$ cat config.mk
export PLATFORM = sky130hd
export DESIGN_NAME = obcd_decoder
export DESIGN_NICKNAME = d
export VERILOG_FILES = /design/src/verilog/obcd_pkg.sv /design/src/verilog/obcd_decoder.sv
export SDC_FILE = /design/constraint.sdc
export NUM_CORES = 1
export LEC_CHECK = 0
export BUFFER_PORTS_ARGS = -buffer_cell sky130_fd_sc_hd__buf_4
export CAP_MARGIN = 20
export CORE_MARGIN = 4
export CORE_UTILIZATION = 49
export CTS_CLUSTER_SIZE = 25
export DETAILED_ROUTE_END_ITERATION = 8
export PLACE_DENSITY = 0.84
export SLEW_MARGIN = 40
export SYNTH_ARGS = -nofsm -noshare
export SYNTH_HDL_FRONTEND = slang
export SYNTH_SLANG_ARGS = --single-unit
$ cat constraint.sdc
create_clock -name i_mclk -period 2.98 [get_ports i_mclk]
set_input_delay 0.447 -clock i_mclk [delete_from_list [all_inputs] [get_ports i_mclk]]
set_output_delay 0.447 -clock i_mclk [all_outputs]
set_load 0.03 [all_outputs]
$ cat src/verilog/obcd_pkg.sv
// Constants and types for the option byte configuration decoder
package obcd_pkg;

   // Register byte offsets on the Avalon-MM slave
   localparam logic [4:0] ADDR_OPT_BYTE0 = 5'h00;
   localparam logic [4:0] ADDR_OPT_BYTE1 = 5'h04;
   localparam logic [4:0] ADDR_COMMAND = 5'h08;
   localparam logic [4:0] ADDR_STATUS = 5'h0C;
   localparam logic [4:0] ADDR_APPLIED = 5'h10;

   // Erased non-volatile byte
   localparam logic [7:0] NV_ERASED = 8'hFF;

   // Option byte 0 field positions
   localparam int B0_HALT_WDG_RST = 7;
   localparam int B0_WDG_TYPE = 6;
   localparam int B0_VD_HI = 4;
   localparam int B0_VD_LO = 3;
   localparam int B0_PKG_LO = 1;
   localparam int B0_READOUT = 0;

   // Option byte 1 field positions
   localparam int B1_PKG_HI = 7;
   localparam int B1_RST_DELAY = 6;
   localparam int B1_OSC_SRC_HI = 5;
   localparam int B1_OSC_SRC_LO = 4;
   localparam int B1_OSC_RNG_HI = 3;
   localparam int B1_OSC_RNG_LO = 1;
   localparam int B1_PLL_OFF = 0;

   // Command register bits
   localparam int CMD_ERASE = 0;

   // Status register bits
   localparam int ST_PROG_MODE = 0;
   localparam int ST_ERASE_BUSY = 1;
   localparam int ST_USER_ERASE = 2;
   localparam int ST_PROTECT = 3;
   localparam int ST_RUNNING = 4;

   // Voltage detector threshold codes
   localparam logic [1:0] VD_OFF = 2'h3;
   localparam logic [1:0] VD_LOWEST = 2'h2;
   localparam logic [1:0] VD_MEDIUM = 2'h1;
   localparam logic [1:0] VD_HIGHEST = 2'h0;

   // Oscillator source codes
   localparam logic [1:0] OSC_RESONATOR = 2'h0;
   localparam logic [1:0] OSC_RESERVED = 2'h1;
   localparam logic [1:0] OSC_INTERNAL_RC = 2'h2;
   localparam logic [1:0] OSC_EXTERNAL = 2'h3;

   // Oscillator range codes
   localparam logic [2:0] RANGE_1_2MHZ = 3'h0;
   localparam logic [2:0] RANGE_2_4MHZ = 3'h1;
   localparam logic [2:0] RANGE_4_8MHZ = 3'h2;
   localparam logic [2:0] RANGE_8_16MHZ = 3'h3;

   // Package code for the 80-lead package
   localparam logic [1:0] PKG_80_LEAD = 2'h3;

   // Pads per port and port count
   localparam int PADS_PER_PORT = 8;
   localparam int NUM_PORTS = 8;
   localparam int NUM_PADS = PADS_PER_PORT * NUM_PORTS;

   // Bonded pad maps for the 80-lead package and for the other packages
   localparam logic [63:0] BOND_MAP_80 = 64'hFFFF_FFFF_FFFF_FFFF;
   localparam logic [63:0] BOND_MAP_OTHER = 64'h0000_0000_0000_0000;

   // Reset phase lengths in CPU cycles
   localparam logic [12:0] RST_CYCLES_LONG = 13'h1000;
   localparam logic [12:0] RST_CYCLES_SHORT = 13'h0100;

   // Sequencer states, one-hot
   typedef enum logic [4:0] {
      SEQ_LOAD = 5'h01,
      SEQ_DELAY = 5'h02,
      SEQ_RUN = 5'h04,
      SEQ_USER_ERASE = 5'h08,
      SEQ_OPT_ERASE = 5'h10
   } obcd_state_t;

   // Decoded static settings
   typedef struct packed {
      logic halt_wdg_reset_en;
      logic wdg_hw_enabled;
      logic vd_enabled;
      logic [1:0] vd_threshold;
      logic readout_protected;
      logic [1:0] package_sel;
      logic package_80;
      logic long_reset_delay;
      logic [1:0] osc_source;
      logic [2:0] osc_range;
      logic pll_enabled;
   } obcd_cfg_t;

endpackage

$ cat src/verilog/obcd_decoder.sv
// Option byte store, reset-time loader and decoder with Avalon-MM access
`timescale 1ns/10ps

module obcd_decoder (
   input wire logic i_mclk,
   input wire logic i_rst,
   input wire logic i_power_on,
   input wire logic i_prog_mode,
   input wire logic i_halt_entry,
   input wire logic i_wdg_running,
   input wire logic i_halt_exit,
   input wire logic i_user_erase_done,
   input wire logic [4:0] i_avs_address,
   input wire logic i_avs_read,
   input wire logic i_avs_write,
   input wire logic [31:0] i_avs_writedata,
   input wire logic [3:0] i_avs_byteenable,
   output logic [31:0] o_avs_readdata,
   output logic o_avs_waitrequest,
   output obcd_pkg::obcd_cfg_t o_cfg,
   output logic o_cpu_reset_n,
   output logic o_halt_exit_wait,
   output logic o_halt_watchdog_reset_select_reset,
   output logic o_user_erase_req,
   output logic [63:0] o_pad_pullup
);

   // Non-volatile option byte store
   logic [7:0] nv_byte_r [2];
   obcd_pkg::obcd_state_t state_r;
   obcd_pkg::obcd_state_t state_nxt;
   obcd_pkg::obcd_cfg_t cfg_r;
   logic [12:0] delay_cnt_r;
   logic [12:0] halt_cnt_r;
   logic prog_meta_r;
   logic prog_sync_r;
   logic waitreq_r;
   logic [31:0] rdata_r;
   logic cpu_reset_n_r;
   logic halt_wait_r;
   logic halt_watchdog_reset_select_rst_r;
   logic user_erase_r;
   logic [63:0] pullup_r;
   logic erase_pending_r;
   logic bus_req;
   logic bus_commit;
   logic opt_access;
   logic [12:0] delay_len;

   // Byte-wide decode of the option bytes into settings
   function automatic obcd_pkg::obcd_cfg_t decode_cfg(input logic [7:0] b0,
                                                     input logic [7:0] b1);
      obcd_pkg::obcd_cfg_t c;
      c.halt_wdg_reset_en = b0[obcd_pkg::B0_HALT_WDG_RST];
      c.wdg_hw_enabled = ~b0[obcd_pkg::B0_WDG_TYPE];
      c.vd_threshold = b0[obcd_pkg::B0_VD_HI:obcd_pkg::B0_VD_LO];
      c.vd_enabled = (c.vd_threshold != obcd_pkg::VD_OFF);
      c.readout_protected = ~b0[obcd_pkg::B0_READOUT];
      c.package_sel = {b1[obcd_pkg::B1_PKG_HI], b0[obcd_pkg::B0_PKG_LO]};
      c.package_80 = (c.package_sel == obcd_pkg::PKG_80_LEAD);
      c.long_reset_delay = ~b1[obcd_pkg::B1_RST_DELAY];
      c.osc_source = b1[obcd_pkg::B1_OSC_SRC_HI:obcd_pkg::B1_OSC_SRC_LO];
      c.osc_range = b1[obcd_pkg::B1_OSC_RNG_HI:obcd_pkg::B1_OSC_RNG_LO];
      c.pll_enabled = ~b1[obcd_pkg::B1_PLL_OFF];
      return c;
   endfunction

   // Reset or halt-exit length in cycles from the delay select
   function automatic logic [12:0] delay_cycles(input logic long_sel);
      return long_sel ? obcd_pkg::RST_CYCLES_LONG : obcd_pkg::RST_CYCLES_SHORT;
   endfunction

   // Package code from both bytes
   function automatic logic nv_pkg_is_80(input logic [7:0] b0, input logic [7:0] b1);
      return {b1[obcd_pkg::B1_PKG_HI], b0[obcd_pkg::B0_PKG_LO]} == obcd_pkg::PKG_80_LEAD;
   endfunction

   assign bus_req = i_avs_read | i_avs_write;
   assign bus_commit = bus_req & ~waitreq_r;
   assign opt_access = prog_sync_r;
   assign delay_len = delay_cycles(cfg_r.long_reset_delay);

   // Programming mode pin synchroniser
   always_ff @(posedge i_mclk) begin
      if (i_rst) begin
         prog_meta_r <= 1'b0;
         prog_sync_r <= 1'b0;
      end else begin
         prog_meta_r <= i_prog_mode;
         prog_sync_r <= prog_meta_r;
      end
   end

   // Sequencer next state
   always_comb begin
      state_nxt = state_r;
      case (state_r)
         obcd_pkg::SEQ_LOAD: begin
            state_nxt = obcd_pkg::SEQ_DELAY;
         end
         obcd_pkg::SEQ_DELAY: begin
            if (delay_cnt_r == 13'h0001) begin
               state_nxt = obcd_pkg::SEQ_RUN;
            end
         end
         obcd_pkg::SEQ_RUN: begin
            if (erase_pending_r) begin
               // protected erase clears user memory first
               if (~nv_byte_r[0][obcd_pkg::B0_READOUT]) begin
                  state_nxt = obcd_pkg::SEQ_USER_ERASE;
               end else begin
                  state_nxt = obcd_pkg::SEQ_OPT_ERASE;
               end
            end
         end
         obcd_pkg::SEQ_USER_ERASE: begin
            if (i_user_erase_done) begin
               state_nxt = obcd_pkg::SEQ_OPT_ERASE;
            end
         end
         obcd_pkg::SEQ_OPT_ERASE: begin
            state_nxt = obcd_pkg::SEQ_RUN;
         end
         default: begin
            state_nxt = obcd_pkg::SEQ_LOAD;
         end
      endcase
   end

   always_ff @(posedge i_mclk) begin
      if (i_rst) begin
         state_r <= obcd_pkg::SEQ_LOAD;
      end else begin
         state_r <= state_nxt;
      end
   end

   // Option byte store, kept across system reset
   always_ff @(posedge i_mclk) begin
      if (i_power_on) begin
         nv_byte_r[0] <= obcd_pkg::NV_ERASED;
         nv_byte_r[1] <= obcd_pkg::NV_ERASED;
      end else if (state_r == obcd_pkg::SEQ_OPT_ERASE) begin
         nv_byte_r[0] <= obcd_pkg::NV_ERASED;
         nv_byte_r[1] <= obcd_pkg::NV_ERASED;
      end else if (bus_commit & i_avs_write & opt_access & i_avs_byteenable[0]
                   & (state_r == obcd_pkg::SEQ_RUN)) begin
         if (i_avs_address == obcd_pkg::ADDR_OPT_BYTE0) begin
            nv_byte_r[0] <= i_avs_writedata[7:0];
         end
         if (i_avs_address == obcd_pkg::ADDR_OPT_BYTE1) begin
            nv_byte_r[1] <= i_avs_writedata[7:0];
         end
      end
   end

   // Erase command capture
   always_ff @(posedge i_mclk) begin
      if (i_rst) begin
         erase_pending_r <= 1'b0;
      end else if (bus_commit & i_avs_write & opt_access & i_avs_byteenable[0]
                   & (i_avs_address == obcd_pkg::ADDR_COMMAND)
                   & i_avs_writedata[obcd_pkg::CMD_ERASE]) begin
         erase_pending_r <= 1'b1;
      end else if (state_r != obcd_pkg::SEQ_RUN) begin
         erase_pending_r <= 1'b0;
      end else if (erase_pending_r) begin
         erase_pending_r <= 1'b0;
      end
   end

   // User memory erase request
   always_ff @(posedge i_mclk) begin
      if (i_rst) begin
         user_erase_r <= 1'b0;
      end else begin
         // hold request until memory reports done
         user_erase_r <= (state_nxt == obcd_pkg::SEQ_USER_ERASE);
      end
   end

   // Applied settings, loaded once per reset
   always_ff @(posedge i_mclk) begin
      if (i_rst) begin
         cfg_r <= decode_cfg(obcd_pkg::NV_ERASED, obcd_pkg::NV_ERASED);
      end else if (state_r == obcd_pkg::SEQ_LOAD) begin
         cfg_r <= decode_cfg(nv_byte_r[0], nv_byte_r[1]);
      end
   end

   // Reset phase counter
   always_ff @(posedge i_mclk) begin
      if (i_rst) begin
         delay_cnt_r <= obcd_pkg::RST_CYCLES_LONG;
         cpu_reset_n_r <= 1'b0;
      end else if (state_r == obcd_pkg::SEQ_LOAD) begin
         delay_cnt_r <= delay_cycles(~nv_byte_r[1][obcd_pkg::B1_RST_DELAY]);
         cpu_reset_n_r <= 1'b0;
      end else if (state_r == obcd_pkg::SEQ_DELAY) begin
         delay_cnt_r <= delay_cnt_r - 13'h0001;
         cpu_reset_n_r <= (delay_cnt_r == 13'h0001);
      end
   end

   // Halt exit delay
   always_ff @(posedge i_mclk) begin
      if (i_rst) begin
         halt_cnt_r <= 13'h0000;
         halt_wait_r <= 1'b0;
      end else if (i_halt_exit & ~halt_wait_r & (state_r == obcd_pkg::SEQ_RUN)) begin
         halt_cnt_r <= delay_len;
         halt_wait_r <= 1'b1;
      end else if (halt_wait_r) begin
         halt_cnt_r <= halt_cnt_r - 13'h0001;
         halt_wait_r <= (halt_cnt_r != 13'h0001);
      end
   end

   // Watchdog reset on halt entry
   always_ff @(posedge i_mclk) begin
      if (i_rst) begin
         halt_watchdog_reset_select_rst_r <= 1'b0;
      end else begin
         // reset only when option set and watchdog running
         halt_watchdog_reset_select_rst_r <= i_halt_entry & i_wdg_running & cfg_r.halt_wdg_reset_en
                           & (state_r == obcd_pkg::SEQ_RUN);
      end
   end

   // Pull-up on unbonded pads
   genvar p;
   generate
      for (p = 0; p < obcd_pkg::NUM_PORTS; p++) begin : g_port
         always_ff @(posedge i_mclk) begin
            if (i_rst) begin
               pullup_r[p*obcd_pkg::PADS_PER_PORT +: obcd_pkg::PADS_PER_PORT]
                  <= {obcd_pkg::PADS_PER_PORT{1'b1}};
            end else if (state_r == obcd_pkg::SEQ_LOAD) begin
               pullup_r[p*obcd_pkg::PADS_PER_PORT +: obcd_pkg::PADS_PER_PORT]
                  <= nv_pkg_is_80(nv_byte_r[0], nv_byte_r[1])
                  ? ~obcd_pkg::BOND_MAP_80[p*obcd_pkg::PADS_PER_PORT +: obcd_pkg::PADS_PER_PORT]
                  : ~obcd_pkg::BOND_MAP_OTHER[p*obcd_pkg::PADS_PER_PORT +:
                                               obcd_pkg::PADS_PER_PORT];
            end
         end
      end
   endgenerate

   // Avalon-MM slave handshake
   always_ff @(posedge i_mclk) begin
      if (i_rst) begin
         waitreq_r <= 1'b1;
      end else if (bus_req & waitreq_r) begin
         waitreq_r <= 1'b0;
      end else begin
         waitreq_r <= 1'b1;
      end
   end

   // Read data mux
   always_ff @(posedge i_mclk) begin
      if (i_rst) begin
         rdata_r <= 32'h0000_0000;
      end else if (i_avs_read & waitreq_r) begin
         rdata_r <= 32'h0000_0000;
         case (i_avs_address)
            obcd_pkg::ADDR_OPT_BYTE0: begin
               if (opt_access) begin
                  rdata_r[7:0] <= nv_byte_r[0];
               end
            end
            obcd_pkg::ADDR_OPT_BYTE1: begin
               if (opt_access) begin
                  rdata_r[7:0] <= nv_byte_r[1];
               end
            end
            obcd_pkg::ADDR_STATUS: begin
               rdata_r[obcd_pkg::ST_PROG_MODE] <= prog_sync_r;
               rdata_r[obcd_pkg::ST_ERASE_BUSY] <= erase_pending_r
                  | (state_r == obcd_pkg::SEQ_USER_ERASE)
                  | (state_r == obcd_pkg::SEQ_OPT_ERASE);
               rdata_r[obcd_pkg::ST_USER_ERASE] <= user_erase_r;
               rdata_r[obcd_pkg::ST_PROTECT] <= cfg_r.readout_protected;
               rdata_r[obcd_pkg::ST_RUNNING] <= (state_r == obcd_pkg::SEQ_RUN);
            end
            obcd_pkg::ADDR_APPLIED: begin
               rdata_r[$bits(obcd_pkg::obcd_cfg_t)-1:0] <= cfg_r;
            end
            default: begin
               rdata_r <= 32'h0000_0000;
            end
         endcase
      end
   end

   assign o_avs_readdata = rdata_r;
   assign o_avs_waitrequest = waitreq_r;
   assign o_cfg = cfg_r;
   assign o_cpu_reset_n = cpu_reset_n_r;
   assign o_halt_exit_wait = halt_wait_r;
   assign o_halt_watchdog_reset_select_reset = halt_watchdog_reset_select_rst_r;
   assign o_user_erase_req = user_erase_r;
   assign o_pad_pullup = pullup_r;

endmodule

==> results.sh <==
export IMPL_status="completed"
export IMPL_cp_startpoint="opt_access$_SDFF_PP0_"
export IMPL_cp_endpoint="nv_byte_r[0][11]$_DFFE_PP_"
export IMPL_post_route_period_util=0.7696
export IMPL_overflow=0
export IMPL_final_common_cell="buf_4"
export IMPL_drt_first_iter_violations=199
export IMPL_hold_violations=0
export IMPL_syn_inst=486
export IMPL_end_kind="flip-flop"
export IMPL_n_fill_cell=733
export IMPL_netlist_area_sq_um=4379
export IMPL_start_util=0.5022
export IMPL_io_pin_count=168
export IMPL_syn_to_final_growth_pct=15.63
export IMPL_timing_slew_headroom=0.5216
export IMPL_cp_buffers_inverters=0
export IMPL_cts_resized=0
export IMPL_reg2reg_from="opt_access$_SDFF_PP0_"
export IMPL_async_flop_share=0
export IMPL_fin_crit_ns=2.294
export IMPL_drt_wl_total_mm=10.44
export IMPL_crit_type="reg -> reg"
export IMPL_drt_vias_per_instance=5.489
export IMPL_cts_max_level=3
export IMPL_finalSetupTns_ns=0
export IMPL_dp_hpwl_mm=7.606
export IMPL_firstDrtPassIters=4
export IMPL_worstHoldPathType="in -> reg"
export IMPL_reg2reg_setup_slack_ns=0.69
export IMPL_clkSinkCount=88
export IMPL_cellLeakagePower_uw=0.001985
export IMPL_crit_arrival_ns=2.32
export IMPL_crit_family="simple AND/OR/NAND/NOR gates"
export IMPL_ir_drop_mv=0.3305
export IMPL_num_antenna_cells=0
export IMPL_final_cell_mix="buf_4 (128), dfxtp_1 (71), nand2_1 (48), nand3_1 (32), nor2_1 (26)"
export IMPL_timing_fmax_mhz=436.0
export IMPL_final_setup_viol_count=0
export IMPL_synth_cell_types=56
export IMPL_antenna_found_initial=0
export IMPL_grt_max_degree=66
export IMPL_slew_violations=0
export IMPL_place_gp_congestion=0.8370
export IMPL_rows=34
export IMPL_clk_pin_slew_worst_paths_ns=0.08
export IMPL_crit_chain="or4b_4, or4b_4, nor3_1, a21o_1"
export IMPL_dieHeight_um=102.5
export IMPL_critical_path_max_stage_delay_ns=0.54
export IMPL_path_depth=4
export IMPL_clockBufferDepth=2
export IMPL_cts_root_buf="clkbuf_8"
export IMPL_first_global_vias=3259
export IMPL_wl_per_cell_um=16.01
export IMPL_clock_skew_ns=0.007029
export IMPL_reg2regPathDepth=4
export IMPL_drive_gt1_frac=0.2960
export IMPL_grt_use_total=0.1943
export IMPL_crit_required_ns=3.01
export IMPL_critPathMostFrequentCell="or4b_4"
export IMPL_finalNonFillerCells=652
export IMPL_ys_ff_latch=88
export IMPL_dp_cells=636
export IMPL_cap_violations=0
export IMPL_postCtsSetupBuffers=0
export IMPL_synth_flop_cell="dfxtp_1"
export IMPL_antenna_left=0
export IMPL_r2r_end="nv_byte_r[0][11]$_DFFE_PP_"
export IMPL_synth_edff_count=16
export IMPL_clkLatencyLatePin_ns=0.36
export IMPL_io_buffers=124
export IMPL_route_vias_total=3579
export IMPL_grt_pass1_wl_mm=16.05
export IMPL_hold_buffers=0
export IMPL_startpoint_type="flip-flop"
export IMPL_drc=0
export IMPL_critPathMaxFanout=8
export IMPL_syn_avg_cell_area_sq_um=9.011
export IMPL_worstMarginPinSlew_ns=0.7110
export IMPL_dieArea_sq_um=10510
export IMPL_crit_slowest_cell="or4b_4"
export IMPL_cts_tree="built"
export IMPL_numCtsBuffers=9
export IMPL_nets=594
export IMPL_powerDensity_nw_per_um2=697.3
export IMPL_synth_warnings=0
export IMPL_rsz0062_at_grt="false"
export IMPL_synth_seq_area_share=0.4389
export IMPL_coreArea_sq_um=8721
export IMPL_die_x_um=102.5
==> where the power goes <==
part,switching (uW),internal (uW),total [uW]
sequential,130,1280,1410
clock,428,414,842
combinational,837,438,1280
total,1400,2140,3530
==> registers in the layout, summed over array words and instances, names as in the netlist <==
register and flops:
o_halt_exit_wait 1, erase_pending_r 1, o_avs_waitrequest 1, o_pad_pullup 1, state_r 5, o_cfg 16, o_cpu_reset_n 1, prog_meta_r 1
o_avs_readdata 16, nv_byte_r 16, opt_access 1, o_user_erase_req 1, delay_cnt_r 13, o_halt_watchdog_reset_select_reset 1, halt_cnt_r 13
==> cells in the mapped netlist (6+ instances only) <==
library cell  count  share of area
xor2_1            7          0.014
nor3_1           11          0.013
nand2_1          48          0.041
nand3_1          32          0.037
nor2_1           26          0.022
a21oi_1          25          0.029
o21ai_0          13          0.015
nand2b_1         13          0.019
dfxtp_1          72           0.33
edfxtp_1         16           0.11
inv_1             9         0.0077
clkbuf_1         19          0.016
buf_4            79           0.14
a211oi_1          6          0.010
nand4_1           8          0.011
nor4_1            8          0.011
==> routing by layer <==
layer  GRT usage  wire length (um)  share of wire
met1      0.2569              4231           0.41
met2      0.3237              5012           0.48
met3     0.02030              1043           0.10
met4     0.08375               153          0.015
met5           0                 0              0
==> area by class of cell <==
| cell class | count | area [sq um] | area share |
|---|---|---|---|
| inverters | 9 | 33.78 | 0.006672 |
| clock buffers | 10 | 137.6 | 0.02718 |
| clock inverters | 6 | 66.31 | 0.01310 |
| well taps | 108 | 135.1 | 0.02669 |
| repair buffers | 128 | 960.9 | 0.1898 |
| multi-input cells | 303 | 1804 | 0.3563 |
| flip-flops and latches | 88 | 1926 | 0.3803 |
==> kinds of logic (layout without fill, tap and decap cells) <==
| kind of cell | Yosys count | count (layout) | synth area share |
|---|---|---|---|
| AND/OR/NAND/NOR | 184 | 184 | 0.2260 |
| buffers and inverters | 110 | 153 | 0.1620 |
| AO/OA/AOI/OAI | 80 | 80 | 0.1191 |
| adder cells (fa/ha/maj) | 4 | 4 | 0.01143 |
| other | 1 | 16 | 0.0008563 |
| multiplexers | 8 | 8 | 0.01971 |
| XOR/XNOR | 11 | 11 | 0.02200 |
| flip-flops | 88 | 88 | 0.4389 |
==> per-stage QoR <==
stage / total power, uW / utilization / hold WS (ns) / area, sq um / worst slack (ns)
after floorplan: 2508 / - / 0.4138 / 4436 / 0.6705
after CTS: 3555 / 0.5806 / 0.2801 / 5064 / 0.6633
after detailed placement: 2717 / 0.5572 / 0.4359 / 4860 / 0.3181
after global placement: 2702 / 0.5570 / 0.4439 / 4857 / 0.4141
final: 3531 / 0.5806 / 0.2977 / 5064 / 0.6865
after global routing: 3687 / 0.5806 / 0.3006 / 5064 / 0.5067
==> worst min-delay path by stage <==
| stage | end | depth (start not counted) | start |
|---|---|---|---|
| after floorplan | opt_access$_SDFF_PP0_ | 1 | prog_meta_r$_SDFF_PP0_ |
| after global placement | o_avs_readdata[14]$_SDFFE_PP0P_ | 2 | o_avs_readdata[14]$_SDFFE_PP0P_ |
| after detailed placement | opt_access$_SDFF_PP0_ | 1 | prog_meta_r$_SDFF_PP0_ |
| after CTS | prog_meta_r$_SDFF_PP0_ | 2 | i_prog_mode |
| after global routing | prog_meta_r$_SDFF_PP0_ | 2 | i_prog_mode |
| final | prog_meta_r$_SDFF_PP0_ | 2 | i_prog_mode |
Note: power is estimated with default switching activity, not from simulation.
